==> config.mk <==
export PLATFORM = sky130hd
export DESIGN_NAME = vram_xfer_ctrl
export DESIGN_NICKNAME = d
export VERILOG_FILES = /design/src/core/vram_xfer_pkg.sv /design/src/core/vram_xfer_ctrl.sv
export VERILOG_INCLUDE_DIRS = /design/src /design/src/core
export SDC_FILE = /design/constraint.sdc
export NUM_CORES = 1
export LEC_CHECK = 0
export ABC_AREA = 1
export BUFFER_PORTS_ARGS = -buffer_cell sky130_fd_sc_hd__buf_2
export CELL_PAD_IN_SITES_DETAIL_PLACEMENT = 1
export CELL_PAD_IN_SITES_GLOBAL_PLACEMENT = 2
export CORE_UTILIZATION = 35
export CTS_CLUSTER_DIAMETER = 100
export CTS_CLUSTER_SIZE = 8
export DETAILED_ROUTE_END_ITERATION = 8
export PLACE_DENSITY = 0.85
export SLEW_MARGIN = 20
export SYNTH_ARGS = -nofsm -noshare
export SYNTH_HDL_FRONTEND = slang
export SYNTH_SLANG_ARGS = --single-unit
==> constraint.sdc <==
create_clock -name CORE_CLK -period 4.4 [get_ports CORE_CLK]
set_clock_uncertainty 0.2 [all_clocks]
set_input_delay 0.66 -clock CORE_CLK [delete_from_list [all_inputs] [get_ports CORE_CLK]]
set_output_delay 0.66 -clock CORE_CLK [all_outputs]
set_load 0.1 [all_outputs]
==> src/core/vram_xfer_consts.svh <==
// timing counts and field positions for the video memory cycle controller
`ifndef VRAM_XFER_CONSTS_SVH
`define VRAM_XFER_CONSTS_SVH
// register offsets on the apb side
`define OFF_CMD        12'h000
`define OFF_ADDR       12'h004
`define OFF_DATA       12'h008
`define OFF_STATUS     12'h00c
`define OFF_SERIAL     12'h010
// command register fields
`define CMD_GO_BIT     4
`define CMD_OP_LSB     0
// status register fields
`define ST_BUSY_BIT    0
`define ST_FLAG_BIT    1
`define ST_RTDONE_BIT  2
`define ST_MWTDONE_BIT 3
`define ST_REFUSED_BIT 4
// strobe phase time in ns, and cycles at 4 ns
`define PHASE_NS       20
`define CLK_NS         4
`define PHASE_CYC      ((`PHASE_NS + `CLK_NS - 1) / `CLK_NS)
// serial clock half period in core cycles
`define SC_HALF_CYC    5
// serial buffer geometry
`define HALF_LAST      9'h0ff
`define FULL_LAST      9'h1ff
`endif

==> src/core/vram_xfer_pkg.sv <==
// types for the video memory cycle controller
package vram_xfer_pkg;
   // cycle kinds the controller can issue
   typedef enum logic [3:0] {
      OP_READ_XFER    = 4'h0,
      OP_MASK_WXFER   = 4'h1,
      OP_SPLIT_RXFER  = 4'h2,
      OP_MASK_SWXFER  = 4'h3,
      OP_NORMAL_WR    = 4'h4,
      OP_MASKED_WR    = 4'h5,
      OP_BLOCK_WR     = 4'h6,
      OP_MASK_BLK_WR  = 4'h7,
      OP_FLASH_WR     = 4'h8,
      OP_LOAD_COLOUR  = 4'h9
   } op_t;
   // one-hot sequencer states
   typedef enum logic [5:0] {
      S_IDLE  = 6'b000001,
      S_SETUP = 6'b000010,
      S_ROW   = 6'b000100,
      S_COLS  = 6'b001000,
      S_COL   = 6'b010000,
      S_END   = 6'b100000
   } state_t;
endpackage : vram_xfer_pkg

==> src/core/vram_xfer_ctrl.sv <==
// controller driving transfer and write cycles of a dual-port video memory
`timescale 1ns/1ps
`include "vram_xfer_consts.svh"
module vram_xfer_ctrl #(
   parameter int ROW_W = 9,   // row address width
   parameter int COL_W = 9    // column address width
) (
   // clock and reset
   input  wire logic        CORE_CLK,
   input  wire logic        RST_B,
   // apb slave
   input  wire logic        PSEL,
   input  wire logic        PENABLE,
   input  wire logic        PWRITE,
   input  wire logic [11:0] PADDR,
   input  wire logic [31:0] PWDATA,
   output logic      [31:0] PRDATA,
   output logic             PREADY,
   output logic             PSLVERR,
   // memory strobes and address
   output logic             ROW_STROBE_B,
   output logic             COLUMN_STROBE_B,
   output logic             TRANSFER_OUTPUT_ENABLE_B,
   output logic             WRITE_MASK_WRITE_ENABLE_B,
   output logic             SPECIAL_FUNCTION_SELECT,
   output logic [8:0]       MEM_ADDR,
   // mask and data lines, three-signal form
   input  wire logic [7:0]  MASK_DATA_IN,
   output logic      [7:0]  MASK_DATA_OUT,
   output logic             MASK_DATA_OE,
   // serial side
   output logic             SERIAL_SHIFT_CLOCK,
   output logic             SERIAL_PORT_ENABLE_B,
   input  wire logic        SPLIT_HALF_FLAG
);
   // register state
   vram_xfer_pkg::op_t   op_reg, op_next;        // pending cycle kind
   logic [17:0]          addr_reg, addr_next;    // row in high, col in low
   logic [15:0]          data_reg, data_next;    // mask low, data high
   logic                 rt_done_reg, rt_done_next;   // full read seen
   logic                 mwt_done_reg, mwt_done_next; // masked write seen
   logic                 refused_reg, refused_next;   // order or boundary refusal
   logic                 ser_run_reg, ser_run_next;   // serial clock on
   vram_xfer_pkg::state_t st_reg, st_next;       // sequencer state
   logic [7:0]           cnt_reg, cnt_next;      // phase counter
   // sequencer outputs
   logic ras_reg, ras_next, cas_reg, cas_next;
   logic oe_reg, oe_next, we_reg, we_next, dsf_reg, dsf_next;
   logic [8:0] ma_reg, ma_next;
   logic [7:0] dq_reg, dq_next;
   logic       dqoe_reg, dqoe_next;
   // serial clock divider and address model
   logic [7:0] scdiv_reg, scdiv_next;
   logic       sc_reg, sc_next;
   logic [8:0] sptr_reg, sptr_next;
   // synchronised flag from the memory
   logic flag_s1_reg, flag_s2_reg;
   logic busy;
   logic wr_acc, go;
   logic split_op, near_bound;
   assign busy = (st_reg != vram_xfer_pkg::S_IDLE);
   assign wr_acc = PSEL && PENABLE && PWRITE;
   // split transfers: one 256-entry half of the 512 entries moves
   assign split_op = (op_reg == vram_xfer_pkg::OP_SPLIT_RXFER) ||
                     (op_reg == vram_xfer_pkg::OP_MASK_SWXFER);
   // while the serial clock runs, keep split starts clear of the half boundaries; margin is three
   // serial clocks before and two after, ample for the setup and hold limits
   assign near_bound = ser_run_reg &&
      ((sptr_reg[7:0] >= 8'hfd) || (sptr_reg[7:0] <= 8'h01));
   assign go = wr_acc && (PADDR == `OFF_CMD) && PWDATA[`CMD_GO_BIT]
               && !busy;
   // apb answers in the access cycle, no waits
   assign PREADY  = 1'b1;
   assign PSLVERR = 1'b0;
   // read mux
   always_comb begin
      unique case (PADDR)
         `OFF_CMD:    PRDATA = {28'h0, op_reg};
         `OFF_ADDR:   PRDATA = {14'h0, addr_reg};
         `OFF_DATA:   PRDATA = {16'h0, data_reg};
         `OFF_STATUS: PRDATA = {27'h0, refused_reg, mwt_done_reg,
                                rt_done_reg, flag_s2_reg, busy};
         `OFF_SERIAL: PRDATA = {22'h0, ser_run_reg, sptr_reg};
         default:     PRDATA = 32'h0;
      endcase
   end
   // register next values; order checks refuse split cycles early
   always_comb begin
      op_next       = op_reg;
      addr_next     = addr_reg;
      data_next     = data_reg;
      rt_done_next  = rt_done_reg;
      mwt_done_next = mwt_done_reg;
      refused_next  = refused_reg;
      ser_run_next  = ser_run_reg;
      if (wr_acc && PADDR == `OFF_ADDR)
         addr_next = PWDATA[17:0];
      if (wr_acc && PADDR == `OFF_DATA)
         data_next = PWDATA[15:0];
      if (wr_acc && PADDR == `OFF_SERIAL)
         ser_run_next = PWDATA[0];
      if (wr_acc && PADDR == `OFF_STATUS && PWDATA[`ST_REFUSED_BIT])
         refused_next = 1'b0;
      if (go)
         op_next = vram_xfer_pkg::op_t'(PWDATA[3:0]);
      if (st_reg == vram_xfer_pkg::S_END && cnt_reg == 8'h0) begin
         if (op_reg == vram_xfer_pkg::OP_READ_XFER)
            rt_done_next = 1'b1;
         if (op_reg == vram_xfer_pkg::OP_MASK_WXFER)
            mwt_done_next = 1'b1;
      end
      // refusal set wins over a software clear in the same cycle
      if (st_reg == vram_xfer_pkg::S_SETUP && ((split_op && near_bound)
          || (op_reg == vram_xfer_pkg::OP_SPLIT_RXFER && !rt_done_reg)
          || (op_reg == vram_xfer_pkg::OP_MASK_SWXFER && !mwt_done_reg)))
         refused_next = 1'b1;
   end
   // strobe sequencer: setup, row fall, column setup, column fall, end
   always_comb begin
      st_next = st_reg;
      cnt_next = (cnt_reg == 8'h0) ? 8'h0 : cnt_reg - 8'h1;
      ras_next = ras_reg;
      cas_next = cas_reg;
      oe_next = oe_reg;
      we_next = we_reg;
      dsf_next = dsf_reg;
      ma_next = ma_reg;
      dq_next = dq_reg;
      dqoe_next = dqoe_reg;
      unique case (st_reg)
         vram_xfer_pkg::S_IDLE: begin
            if (go) begin
               st_next = vram_xfer_pkg::S_SETUP;
               cnt_next = 8'(`PHASE_CYC);
            end
         end
         vram_xfer_pkg::S_SETUP: begin
            if ((split_op && near_bound)
                || (op_reg == vram_xfer_pkg::OP_SPLIT_RXFER && !rt_done_reg)
                || (op_reg == vram_xfer_pkg::OP_MASK_SWXFER
                    && !mwt_done_reg)) begin
               st_next = vram_xfer_pkg::S_IDLE;
            end else if (cnt_reg == 8'h0) begin
               // row address and row-fall levels
               ma_next = addr_reg[17:9];
               dq_next = data_reg[7:0];
               dqoe_next = 1'b1;
               unique case (op_reg)
                  vram_xfer_pkg::OP_READ_XFER: begin
                     oe_next = 1'b0; we_next = 1'b1; dsf_next = 1'b0;
                  end
                  vram_xfer_pkg::OP_MASK_WXFER: begin
                     oe_next = 1'b0; we_next = 1'b0; dsf_next = 1'b0;
                  end
                  vram_xfer_pkg::OP_SPLIT_RXFER: begin
                     oe_next = 1'b0; we_next = 1'b1; dsf_next = 1'b1;
                  end
                  vram_xfer_pkg::OP_MASK_SWXFER: begin
                     oe_next = 1'b0; we_next = 1'b0; dsf_next = 1'b1;
                  end
                  vram_xfer_pkg::OP_MASKED_WR,
                  vram_xfer_pkg::OP_MASK_BLK_WR: begin
                     oe_next = 1'b1; we_next = 1'b0; dsf_next = 1'b0;
                  end
                  vram_xfer_pkg::OP_FLASH_WR: begin
                     oe_next = 1'b1; we_next = 1'b0; dsf_next = 1'b1;
                  end
                  vram_xfer_pkg::OP_LOAD_COLOUR: begin
                     oe_next = 1'b1; we_next = 1'b1; dsf_next = 1'b1;
                  end
                  default: begin
                     oe_next = 1'b1; we_next = 1'b1; dsf_next = 1'b0;
                  end
               endcase
               st_next = vram_xfer_pkg::S_ROW;
               cnt_next = 8'(`PHASE_CYC);
            end
         end
         vram_xfer_pkg::S_ROW: begin
            // row strobe falls here; levels above sampled
            ras_next = 1'b0;
            if (cnt_reg == 8'h0) begin
               st_next = vram_xfer_pkg::S_COLS;
               cnt_next = 8'(`PHASE_CYC);
               ma_next = addr_reg[8:0];
               if (op_reg == vram_xfer_pkg::OP_SPLIT_RXFER ||
                   op_reg == vram_xfer_pkg::OP_MASK_SWXFER)
                  ma_next = {1'b0, addr_reg[7:0]};
               if (op_reg == vram_xfer_pkg::OP_BLOCK_WR ||
                   op_reg == vram_xfer_pkg::OP_MASK_BLK_WR)
                  ma_next = {addr_reg[8:2], 2'b00};
               // transfer enable and flash need no column data
               dqoe_next = (op_reg != vram_xfer_pkg::OP_FLASH_WR) &&
                           !(op_reg inside {vram_xfer_pkg::OP_READ_XFER,
                             vram_xfer_pkg::OP_MASK_WXFER,
                             vram_xfer_pkg::OP_SPLIT_RXFER,
                             vram_xfer_pkg::OP_MASK_SWXFER});
               dq_next = data_reg[15:8];
               if (op_reg == vram_xfer_pkg::OP_BLOCK_WR ||
                   op_reg == vram_xfer_pkg::OP_MASK_BLK_WR)
                  dq_next = {4'h0, data_reg[11:8]};
               // column-fall select: block write and colour load high
               dsf_next = (op_reg == vram_xfer_pkg::OP_BLOCK_WR) ||
                          (op_reg == vram_xfer_pkg::OP_MASK_BLK_WR) ||
                          (op_reg == vram_xfer_pkg::OP_LOAD_COLOUR);
               // early write only, so block writes are never late
               if (op_reg inside {vram_xfer_pkg::OP_NORMAL_WR,
                   vram_xfer_pkg::OP_MASKED_WR, vram_xfer_pkg::OP_BLOCK_WR,
                   vram_xfer_pkg::OP_MASK_BLK_WR,
                   vram_xfer_pkg::OP_LOAD_COLOUR})
                  we_next = 1'b0;
            end
         end
         vram_xfer_pkg::S_COLS: begin
            if (cnt_reg == 8'h0) begin
               st_next = vram_xfer_pkg::S_COL;
               cnt_next = 8'(`PHASE_CYC);
            end
         end
         vram_xfer_pkg::S_COL: begin
            cas_next = 1'b0;
            if (cnt_reg == 8'h0) begin
               // output enable rises after column fall: untimed transfer
               oe_next = 1'b1;
               st_next = vram_xfer_pkg::S_END;
               cnt_next = 8'(`PHASE_CYC);
            end
         end
         vram_xfer_pkg::S_END: begin
            ras_next = 1'b1;
            cas_next = 1'b1;
            we_next = 1'b1;
            dsf_next = 1'b0;
            dqoe_next = 1'b0;
            if (cnt_reg == 8'h0)
               st_next = vram_xfer_pkg::S_IDLE;
         end
         default: st_next = vram_xfer_pkg::S_IDLE;
      endcase
   end
   // serial clock divider and local address mirror
   always_comb begin
      scdiv_next = scdiv_reg;
      sc_next = sc_reg;
      sptr_next = sptr_reg;
      if (ser_run_reg) begin
         scdiv_next = scdiv_reg + 8'h1;
         if (scdiv_reg == 8'(`SC_HALF_CYC - 1)) begin
            scdiv_next = 8'h0;
            sc_next = !sc_reg;
            if (!sc_reg)
               sptr_next = sptr_reg + 9'h1;
         end
      end
      // a full read or masked write transfer restarts the mirror at the tap
      if (st_reg == vram_xfer_pkg::S_END && cnt_reg == 8'h0 &&
          (op_reg == vram_xfer_pkg::OP_READ_XFER ||
           op_reg == vram_xfer_pkg::OP_MASK_WXFER))
         sptr_next = addr_reg[8:0];
   end
   // flip-flops
   always_ff @(posedge CORE_CLK or negedge RST_B) begin
      if (!RST_B) begin
         op_reg <= vram_xfer_pkg::OP_READ_XFER;
         addr_reg <= 18'h0;
         data_reg <= 16'h0;
         rt_done_reg <= 1'b0;
         mwt_done_reg <= 1'b0;
         refused_reg <= 1'b0;
         ser_run_reg <= 1'b0;
         st_reg <= vram_xfer_pkg::S_IDLE;
         cnt_reg <= 8'h0;
         ras_reg <= 1'b1;
         cas_reg <= 1'b1;
         oe_reg <= 1'b1;
         we_reg <= 1'b1;
         dsf_reg <= 1'b0;
         ma_reg <= 9'h0;
         dq_reg <= 8'h0;
         dqoe_reg <= 1'b0;
         scdiv_reg <= 8'h0;
         sc_reg <= 1'b0;
         sptr_reg <= 9'h0;
         flag_s1_reg <= 1'b0;
         flag_s2_reg <= 1'b0;
      end else begin
         op_reg <= op_next;
         addr_reg <= addr_next;
         data_reg <= data_next;
         rt_done_reg <= rt_done_next;
         mwt_done_reg <= mwt_done_next;
         refused_reg <= refused_next;
         ser_run_reg <= ser_run_next;
         st_reg <= st_next;
         cnt_reg <= cnt_next;
         ras_reg <= ras_next;
         cas_reg <= cas_next;
         oe_reg <= oe_next;
         we_reg <= we_next;
         dsf_reg <= dsf_next;
         ma_reg <= ma_next;
         dq_reg <= dq_next;
         dqoe_reg <= dqoe_next;
         scdiv_reg <= scdiv_next;
         sc_reg <= sc_next;
         sptr_reg <= sptr_next;
         flag_s1_reg <= SPLIT_HALF_FLAG;
         flag_s2_reg <= flag_s1_reg;
      end
   end
   // pins from registers; serial port enable tied low
   assign ROW_STROBE_B = ras_reg;
   assign COLUMN_STROBE_B = cas_reg;
   assign TRANSFER_OUTPUT_ENABLE_B = oe_reg;
   assign WRITE_MASK_WRITE_ENABLE_B = we_reg;
   assign SPECIAL_FUNCTION_SELECT = dsf_reg;
   assign MEM_ADDR = ma_reg;
   assign MASK_DATA_OUT = dq_reg;
   assign MASK_DATA_OE = dqoe_reg;
   assign SERIAL_SHIFT_CLOCK = sc_reg;
   assign SERIAL_PORT_ENABLE_B = 1'b0;
endmodule : vram_xfer_ctrl

After elaboration in Yosys (flattened, before gate mapping)
Memories as Yosys holds them, arrays and structs flattened.
Cells that the tools add are included.
- flip-flop bits (word level): 99
- bits in read-only memories: 48
- input port bits: 58
- output and inout port bits: 59
- word-level logic and storage cells: 162
- memories: 1
- memory list (name ; words ; bits a word ; read ports ; clocked after memory_dff ; wr ports ; line ; RTL):
    (name not given) ; 16 ; 3 ; 1 ; 0 ; 0 ; vram_xfer_ctrl.sv:148 ; unique case (op_reg)
- add/sub/neg operators: 3
- $lt $le $gt $ge: 2
- equality and inequality tests: 31
- mux-type cells: 50
- reduce and logical (&&, ||, !) cells: 53
- operators by type and width (cell ; count):
    one-hot mux 18 bit (5 select lines) ; 1
    2-to-1 mux 9 bit ; 9
    2-to-1 mux 8 bit ; 9
    2-to-1 mux 6 bit ; 7
    one-hot mux 6 bit (6 select lines) ; 1
    == test 12 x 4 -> 1 bit (second input constant) ; 2
    one-hot mux 8 bit (3 select lines) ; 1
    logical AND 1 bit ; 18
    one-hot mux 9 bit (2 select lines) ; 1
    == test 4 x 3 -> 1 bit (second input constant) ; 4
    one-hot mux 8 bit (2 select lines) ; 1
    2-to-1 mux 1 bit ; 14
    != test 2 bit (second input constant) ; 7
    nonzero test 2 bit ; 7
    == test 12 x 3 -> 1 bit (second input constant) ; 1
    == test 12 x 5 -> 1 bit (second input constant) ; 1
    zero test 12 bit ; 1
    AND reduction 4 bit ; 3
    adder 9 x 1 -> 9 bit (second input constant) ; 1
    one-hot mux 1 bit (3 select lines) ; 3
    adder 8 x 1 -> 8 bit (second input constant) ; 1
    == test 4 x 2 -> 1 bit (second input constant) ; 2
    == test 8 x 3 -> 1 bit (second input constant) ; 1
    >= comparator 8 bit (second input constant) ; 1
    other kinds (27) ; 42

Logic depth before layout (Yosys ltp)
Gate-level depths: netlist of the first run.
- depth in word-level cells: 8
- gate-level depth with buffers: 14
- mapped depth without buffers: 14

Least setup slack after synthesis of the first run
Ideal clock, no wire load.
- kind: in2out
- from: in PADDR[5]
- to: out PRDATA[10]
- data arrival time: 3506 ps
- required time: 3540 ps
- path slack: 34 ps
- cell stages on the path: 6
- buffers on the path: 1
- cells stage by stage: nor3_2 nand2_2 nor2_8 nand2_4 buf_2 o21ai_0
- longest elaborated chain between the ends: 2
- elaborated cells on any way between the ends: 6
- those cells by class: 4 x eq/ne; 1 x mux; 1 x reduce/logical
- RTL lines (item ; line ; RTL):
    from (decl) ; vram_xfer_ctrl.sv:15 ; input wire logic [11:0] PADDR,
    == test 12 x 5 -> 1 bit (tied with other cells) ; vram_xfer_ctrl.sv:77 ; unique case (PADDR)
    one-hot mux 18 bit (5 select lines) (*) ; vram_xfer_ctrl.sv:77 ;
    to (decl) ; vram_xfer_ctrl.sv:17 ; output logic [31:0] PRDATA,
Mark *: on every way between the ends. The rest lies on a longest branch, timed or not.

Worst setup path after layout of the first run
- from: in PADDR[5]
- to: out PRDATA[4]
The elaborated chain is that of the path after synthesis.

==> results.sh, run 1 <==
export IMPL_yosysUniqueCellTypes=52
export IMPL_die_y_microns=127.8
export IMPL_synth_seq_cells=99
export IMPL_place_ws_ns=0.8916
export IMPL_seq_area_sq_mm=0.002484
export IMPL_cts_sinks=99
export IMPL_first_pass_iters=4
export IMPL_grt_pass1_vias=4925
export IMPL_min_period_ns=3.508
export IMPL_vias=4598
export IMPL_nNetsFinal=795
export IMPL_timing_fmax_ghz=0.2851
export IMPL_hold_buffers=0
export IMPL_status="complete, no violations"
export IMPL_hpwl_mm=11.35
export IMPL_r2r_end="MASK_DATA_OUT[1]$_DFFE_PN0P_"
export IMPL_io_pins=117
export IMPL_start_util_pct=36.15
export IMPL_gp_congestion=0.8106
export IMPL_avgSynthCellArea_sq_um=8.376
export IMPL_fillers=1926
export IMPL_grt_pass1_wl_mm=24.85
export IMPL_vias_per_cell=4.855
export IMPL_path_cells="buf_2 -> nor3_2 -> nand2_2 -> nor2_8 -> nand3_4 -> inv_2 -> nand2_1 -> o2111ai_1 -> buf_2"
export IMPL_p_per_area_mw_per_mm2=362.1
export IMPL_cts_root_buf="clkbuf_16"
export IMPL_critical_path_buf_inv_count=3
export IMPL_cts_buffers=9
export IMPL_synth_edff_count=0
export IMPL_yosysSeqAreaShare_pct=44.86
export IMPL_report_final_hold_viol_count=0
export IMPL_largest_reg_flops=18
export IMPL_critPathMaxFanout=30
export IMPL_clk_path_buf_depth=2
export IMPL_port_buffers=77
export IMPL_p_switching_uw=720.7
export IMPL_multi_input_area_sq_mm=0.002497
export IMPL_critPathCaptureType="primary output"
export IMPL_combPwrFrac_pct=17.6
export IMPL_rsz0062_at_grt="no"
export IMPL_power_share_clock_pct=36.8
export IMPL_path_class="input port to primary output"
export IMPL_max_cap_viol_count=0
export IMPL_synth_largest_area_cell="dfrtp_1"
export IMPL_synthTopCellsByArea="dfrtp_1 42%, nand2_1 11%, inv_1 5.5%, o21ai_0 4.5%, nand3_1 4.0%"
export IMPL_die_x_microns=127.8
export IMPL_reg2reg_slack_ns=1.90
export IMPL_diodes=0
export IMPL_synth_top_area_share_pct=42.49
export IMPL_tritoncts="built"
export IMPL_crit_family="buffers and inverters"
export IMPL_cp_arrival_ns=2.65
export IMPL_clk_pin_slew_ns=0.06
export IMPL_crit_path_start="PADDR[5]"
export IMPL_slew_viol_final=0
export IMPL_synthArstFlopShare_pct=100.0
export IMPL_worst_pin_slew_ns=0.7184
export IMPL_synth_flop_cell="dfrtp_1"
export IMPL_first_iter_violations=174
export IMPL_cts_setup_buffers=0
export IMPL_crit_slowest_cell="buf_2"
export IMPL_fin_ws_ns=0.8920
export IMPL_final_common_cell="nand2_1"
export IMPL_worstHoldPathType="input port to asynchronous set/reset pin"
export IMPL_internal_power_mw=1.559
export IMPL_cp_common_cell="buf_2"
export IMPL_drc=0
export IMPL_num_rows=45
export IMPL_slew_headroom_pct=51.81
export IMPL_syn2layout_area_growth_pct=13.72
export IMPL_htree_levels=3
export IMPL_drive_above_1_share_pct=21.33
export IMPL_wire_per_inst_microns=15.98
export IMPL_setup_tns_ns=0
export IMPL_syn_area_sq_mm=0.005537
export IMPL_ant_nets=0
export IMPL_critPathCapture="PRDATA[4]"
export IMPL_worstRegToRegCells=5
export IMPL_die_area_sq_mm=0.01633
export IMPL_worstSkewPairLatency_ns=0.35
export IMPL_post_route_period_util_pct=79.73
export IMPL_max_vdd_ir_drop_uv=169.6
export IMPL_synth_warning_count=0
export IMPL_power_mw=2.280
export IMPL_final_core_util_pct=41.11
export IMPL_core_area_sq_mm=0.01531
export IMPL_slowest_delay_ns=0.49
export IMPL_reg2reg_from="st_reg[0]$_DFFE_PN1P_"
export IMPL_cts_resized=0
export IMPL_swShare_pct=31.62
export IMPL_grt_max_degree=49
export IMPL_syn_inst=661
export IMPL_critical_path_depth=9
export IMPL_seqPwrFrac_pct=45.6
export IMPL_cp_required_ns=3.54
export IMPL_overflow=0
export IMPL_antenna_found_initial=0
export IMPL_power_leakage_nw=3.215
export IMPL_layout_common_cells="166 x nand2_1, 94 x dfrtp_1, 81 x inv_1"
export IMPL_wirelength_mm=15.13
export IMPL_setup_viol=0
export IMPL_grt_use_total_pct=19.59
export IMPL_startpoint_type="input port"
## worst reg2reg max path: cells and delay by family, from the launching register on
kind | cells | cell delay [ns]
flip-flops | 1 | 0.55
AND/OR/NAND/NOR | 2 | 0.32
buffers and inverters | 1 | 0.66
AO/OA/AOI/OAI | 2 | 0.65
## power groups by stage
stage	sequential (mW)	clock (mW)	combinational, mW
CTS	1.04	0.858	0.411
floorplan	1.08	0	0.281
global route	1.05	0.887	0.450
detailed placement	1.06	0	0.409
global placement	1.05	0	0.387
finish	1.04	0.838	0.402
## cell families after synthesis
logic type                 count (synthesis)  share of synthesized area [%]
and+or+nand+nor                          301                          26.94
adders and majority gates                  6                          1.356
muxes                                      6                          1.107
xor gates and xnor gates                  11                          1.740
AOI/OAI and AO/OA                        113                          12.81
other                                      2                         0.1356
buffers and inverters                    123                          11.05
DFF                                       99                          44.86
## area by class of cell
| type | instances | share of cell area, % |
|---|---|---|
| sequential | 99 | 39.45 |
| timing repair buffer | 79 | 6.399 |
| multi-input combinational | 454 | 39.67 |
| inverter | 88 | 5.366 |
| clock inverter | 6 | 1.133 |
| clock buffer | 10 | 3.796 |
| tap | 211 | 4.193 |
## stage by stage
stage,hold WS [ns],instance area [sq um],cells
floorplan,0.1312,5593,676
global placement,0.1407,5986,931
detailed placement,0.1372,5986,931
CTS,0.1535,6296,947
global route,0.1729,6296,947
finish,0.1406,6296,947
## synthesized netlist by cell type (2+ instances only)
| cell type | instances |
|---|---|
| nand2_1 | 166 |
| dfrtp_1 | 94 |
| inv_1 | 81 |
| o21ai_0 | 50 |
| nand3_1 | 44 |
| nor2_1 | 36 |
| buf_4 | 18 |
| o21ai_2 | 18 |
| o21ai_1 | 11 |
| xor2_1 | 11 |
| nand4_1 | 10 |
| a21oi_1 | 9 |
| buf_2 | 8 |
| nor3_1 | 8 |
| nand2_2 | 7 |
| ha_1 | 6 |
| o221ai_1 | 6 |
| buf_6 | 5 |
| dfstp_2 | 5 |
| mux2i_1 | 5 |
| o211ai_1 | 5 |
| nand2_4 | 4 |
| nand3_2 | 4 |
| nand3_4 | 4 |
| nor2_4 | 4 |
| o21a_1 | 4 |
| o22ai_1 | 4 |
| inv_2 | 3 |
| a211oi_1 | 2 |
| clkbuf_1 | 2 |
| clkinv_1 | 2 |
| conb_1 | 2 |
| nand4_4 | 2 |
| nor2_2 | 2 |
| nor3b_1 | 2 |
## worst min path at each step
stage | start | to | slack [ns] | depth (start not counted)
4_1_cts | flag_s1_reg$_DFF_PN0_ | flag_s2_reg$_DFF_PN0_ | 0.15 | 0
6_report | RST_B | cnt_reg[5]$_DFF_PN0_ | 0.14 | 1
5_1_grt | flag_s1_reg$_DFF_PN0_ | flag_s2_reg$_DFF_PN0_ | 0.17 | 0
2_1_floorplan | flag_s1_reg$_DFF_PN0_ | flag_s2_reg$_DFF_PN0_ | 0.13 | 0
3_5_place_dp | flag_s1_reg$_DFF_PN0_ | flag_s2_reg$_DFF_PN0_ | 0.14 | 0
3_3_place_gp | flag_s1_reg$_DFF_PN0_ | flag_s2_reg$_DFF_PN0_ | 0.14 | 0
## per-layer routing
metal / wire length (microns) / part of all wire, % / track usage [%] / vias to the layer above
met5: 0 / 0 / 0 / -
met4: 273 / 1.8 / 6.644 / 0
met1: 6957 / 46 / 25.33 / 2256
met3: 366 / 2.4 / 2.212 / 20
li1: - / - / - / 2241
met2: 7533 / 50 / 34.02 / 81
Note: power is estimated with default switching activity, not from simulation.
==> inputs of run 2 (changes only) <==
CORE_UTILIZATION = 29   (was 35)
PLACE_DENSITY = 0.75   (was 0.85)
clock period = 3.2 ns   (was 4.4 ns; I/O delays follow)
==> results.sh, run 2 (synthesized netlist as in run 1, its figures left out) <==
export IMPL_rsz0062_at_grt="no"
export IMPL_path_class="input port to primary output"
export IMPL_worst_pin_slew_ns=0.7680
export IMPL_gp_congestion=0.8028
export IMPL_syn2layout_area_growth_pct=19.86
export IMPL_hpwl_mm=12.38
export IMPL_max_vdd_ir_drop_uv=256.5
export IMPL_vias_per_cell=4.747
export IMPL_nNetsFinal=805
export IMPL_status="finished, violations left"
export IMPL_vias=4652
export IMPL_layout_common_cells="166 x nand2_1, 94 x dfrtp_1, 81 x inv_1"
export IMPL_path_cells="buf_2 -> nor2_1 -> nand2_1 -> nor3_1 -> nand3_1 -> o221ai_1 -> buf_12"
export IMPL_diodes=0
export IMPL_fin_ws_ns=0.3377
export IMPL_critPathCaptureType="primary output"
export IMPL_cp_arrival_ns=2.18
export IMPL_fillers=2243
export IMPL_worstSkewPairLatency_ns=0.36
export IMPL_cts_buffers=9
export IMPL_post_route_period_util_pct=89.45
export IMPL_io_pins=117
export IMPL_grt_use_total_pct=17.38
export IMPL_final_common_cell="nand2_1"
export IMPL_die_area_sq_mm=0.01965
export IMPL_critPathMaxFanout=8
export IMPL_start_util_pct=29.60
export IMPL_violations="hold timing"
export IMPL_hold_buffers=0
export IMPL_ant_nets=0
export IMPL_first_iter_violations=190
export IMPL_hold_ws_ns=-0.005551
export IMPL_first_pass_iters=4
export IMPL_tritoncts="built"
export IMPL_slowest_delay_ns=0.56
export IMPL_p_per_area_mw_per_mm2=464.7
export IMPL_overflow=0
export IMPL_cts_root_buf="clkbuf_16"
export IMPL_clk_pin_slew_ns=0.06
export IMPL_max_cap_viol_count=0
export IMPL_core_area_sq_mm=0.01871
export IMPL_cts_resized=0
export IMPL_crit_slowest_cell="o221ai_1"
export IMPL_antenna_found_initial=0
export IMPL_placed_area_sq_mm=0.006349
export IMPL_port_buffers=77
export IMPL_largest_reg_flops=18
export IMPL_htree_levels=3
export IMPL_timing_fmax_ghz=0.3494
export IMPL_clk_path_buf_depth=2
export IMPL_grt_pass1_vias=5010
export IMPL_final_core_util_pct=35.48
export IMPL_grt_max_degree=57
export IMPL_power_leakage_nw=3.313
export IMPL_min_period_ns=2.862
export IMPL_setup_viol=0
export IMPL_cts_sinks=99
export IMPL_startpoint_type="input port"
export IMPL_die_x_microns=140.2
export IMPL_slew_headroom_pct=48.80
export IMPL_worstHoldPathType="input port to asynchronous set/reset pin"
export IMPL_drc=0
export IMPL_wirelength_mm=16.03
export IMPL_grt_pass1_wl_mm=26.41
export IMPL_die_y_microns=140.2
export IMPL_slew_viol_final=0
export IMPL_wire_per_inst_microns=16.36
export IMPL_cp_required_ns=2.52
export IMPL_drive_above_1_share_pct=22.39
export IMPL_fin_area_sq_mm=0.006636
export IMPL_cts_setup_buffers=0
export IMPL_place_ws_ns=0.3976
export IMPL_report_final_hold_viol_count=2
export IMPL_num_rows=50
==> run 2: changes by cell type in the layout (fill, tap and decap cells not counted), sizes merged <==
cell,before,now
bufinv,1,0
clkinv,5,4
clkinvlp,1,0
buf,79,89
inv,87,88
clkbuf,10,12
==> run 2: area by class of cell <==
type / count / area (sq um) / share of cell area [%]
Timing Repair Buffer: 89 / 730.7 / 11.01
Sequential cell: 99 / 2484 / 37.42
Multi-Input combinational cell: 454 / 2504 / 37.73
Clock buffer: 12 / 256.5 / 3.865
Tap cell: 234 / 292.8 / 4.412
Inverter: 88 / 337.8 / 5.091
Clock inverter: 4 / 31.28 / 0.4713
==> run 2: where the power goes <==
part	total (mW)	internal, mW	switching [mW]
sequential	1.43	1.35	0.0820
combinational	0.558	0.160	0.399
clock	1.10	0.579	0.517
==> run 2: per-layer routing <==
layer	part of all wire (%)	global-route usage [%]	wire, microns	vias up
met5	0	0	0	-
met4	1.0	5.495	168	0
met3	1.9	2.120	312	11
met2	50	29.82	8018	61
met1	47	22.75	7533	2312
li1	-	-	-	2268
==> run 2: final timing paths <==
path	start	end	slack, ns	cells after the start
worst max register to register	sptr_reg[0]$_DFFE_PN0P_	MEM_ADDR[6]$_DFFE_PN0P_	0.78	12
worst min-delay path	RST_B	cnt_reg[6]$_DFF_PN0_	-0.006	1
min in group CORE_CLK	SPLIT_HALF_FLAG	flag_s1_reg$_DFF_PN0_	0.03	1
worst min register to register	flag_s1_reg$_DFF_PN0_	flag_s2_reg$_DFF_PN0_	0.15	0
worst max-delay path	PADDR[11]	PRDATA[9]	0.34	7
max in group asynchronous	RST_B	addr_reg[2]$_DFFE_PN0P_	2.03	2
==> run 2: worst max-delay path: cells and delay by family <==
kind	cells	cell delay, ns
simple gates	4	0.81
compound gates	1	0.56
buf+inv	2	0.33
==> run 2: through the flow <==
stage               power [mW]  cells  setup TNS, ns
global placement         1.984    964              0
finish                   3.084    980              0
detailed placement       2.017    964              0
floorplan                1.867    676         -1.268
CTS                      3.127    980              0
global route             3.247    980              0
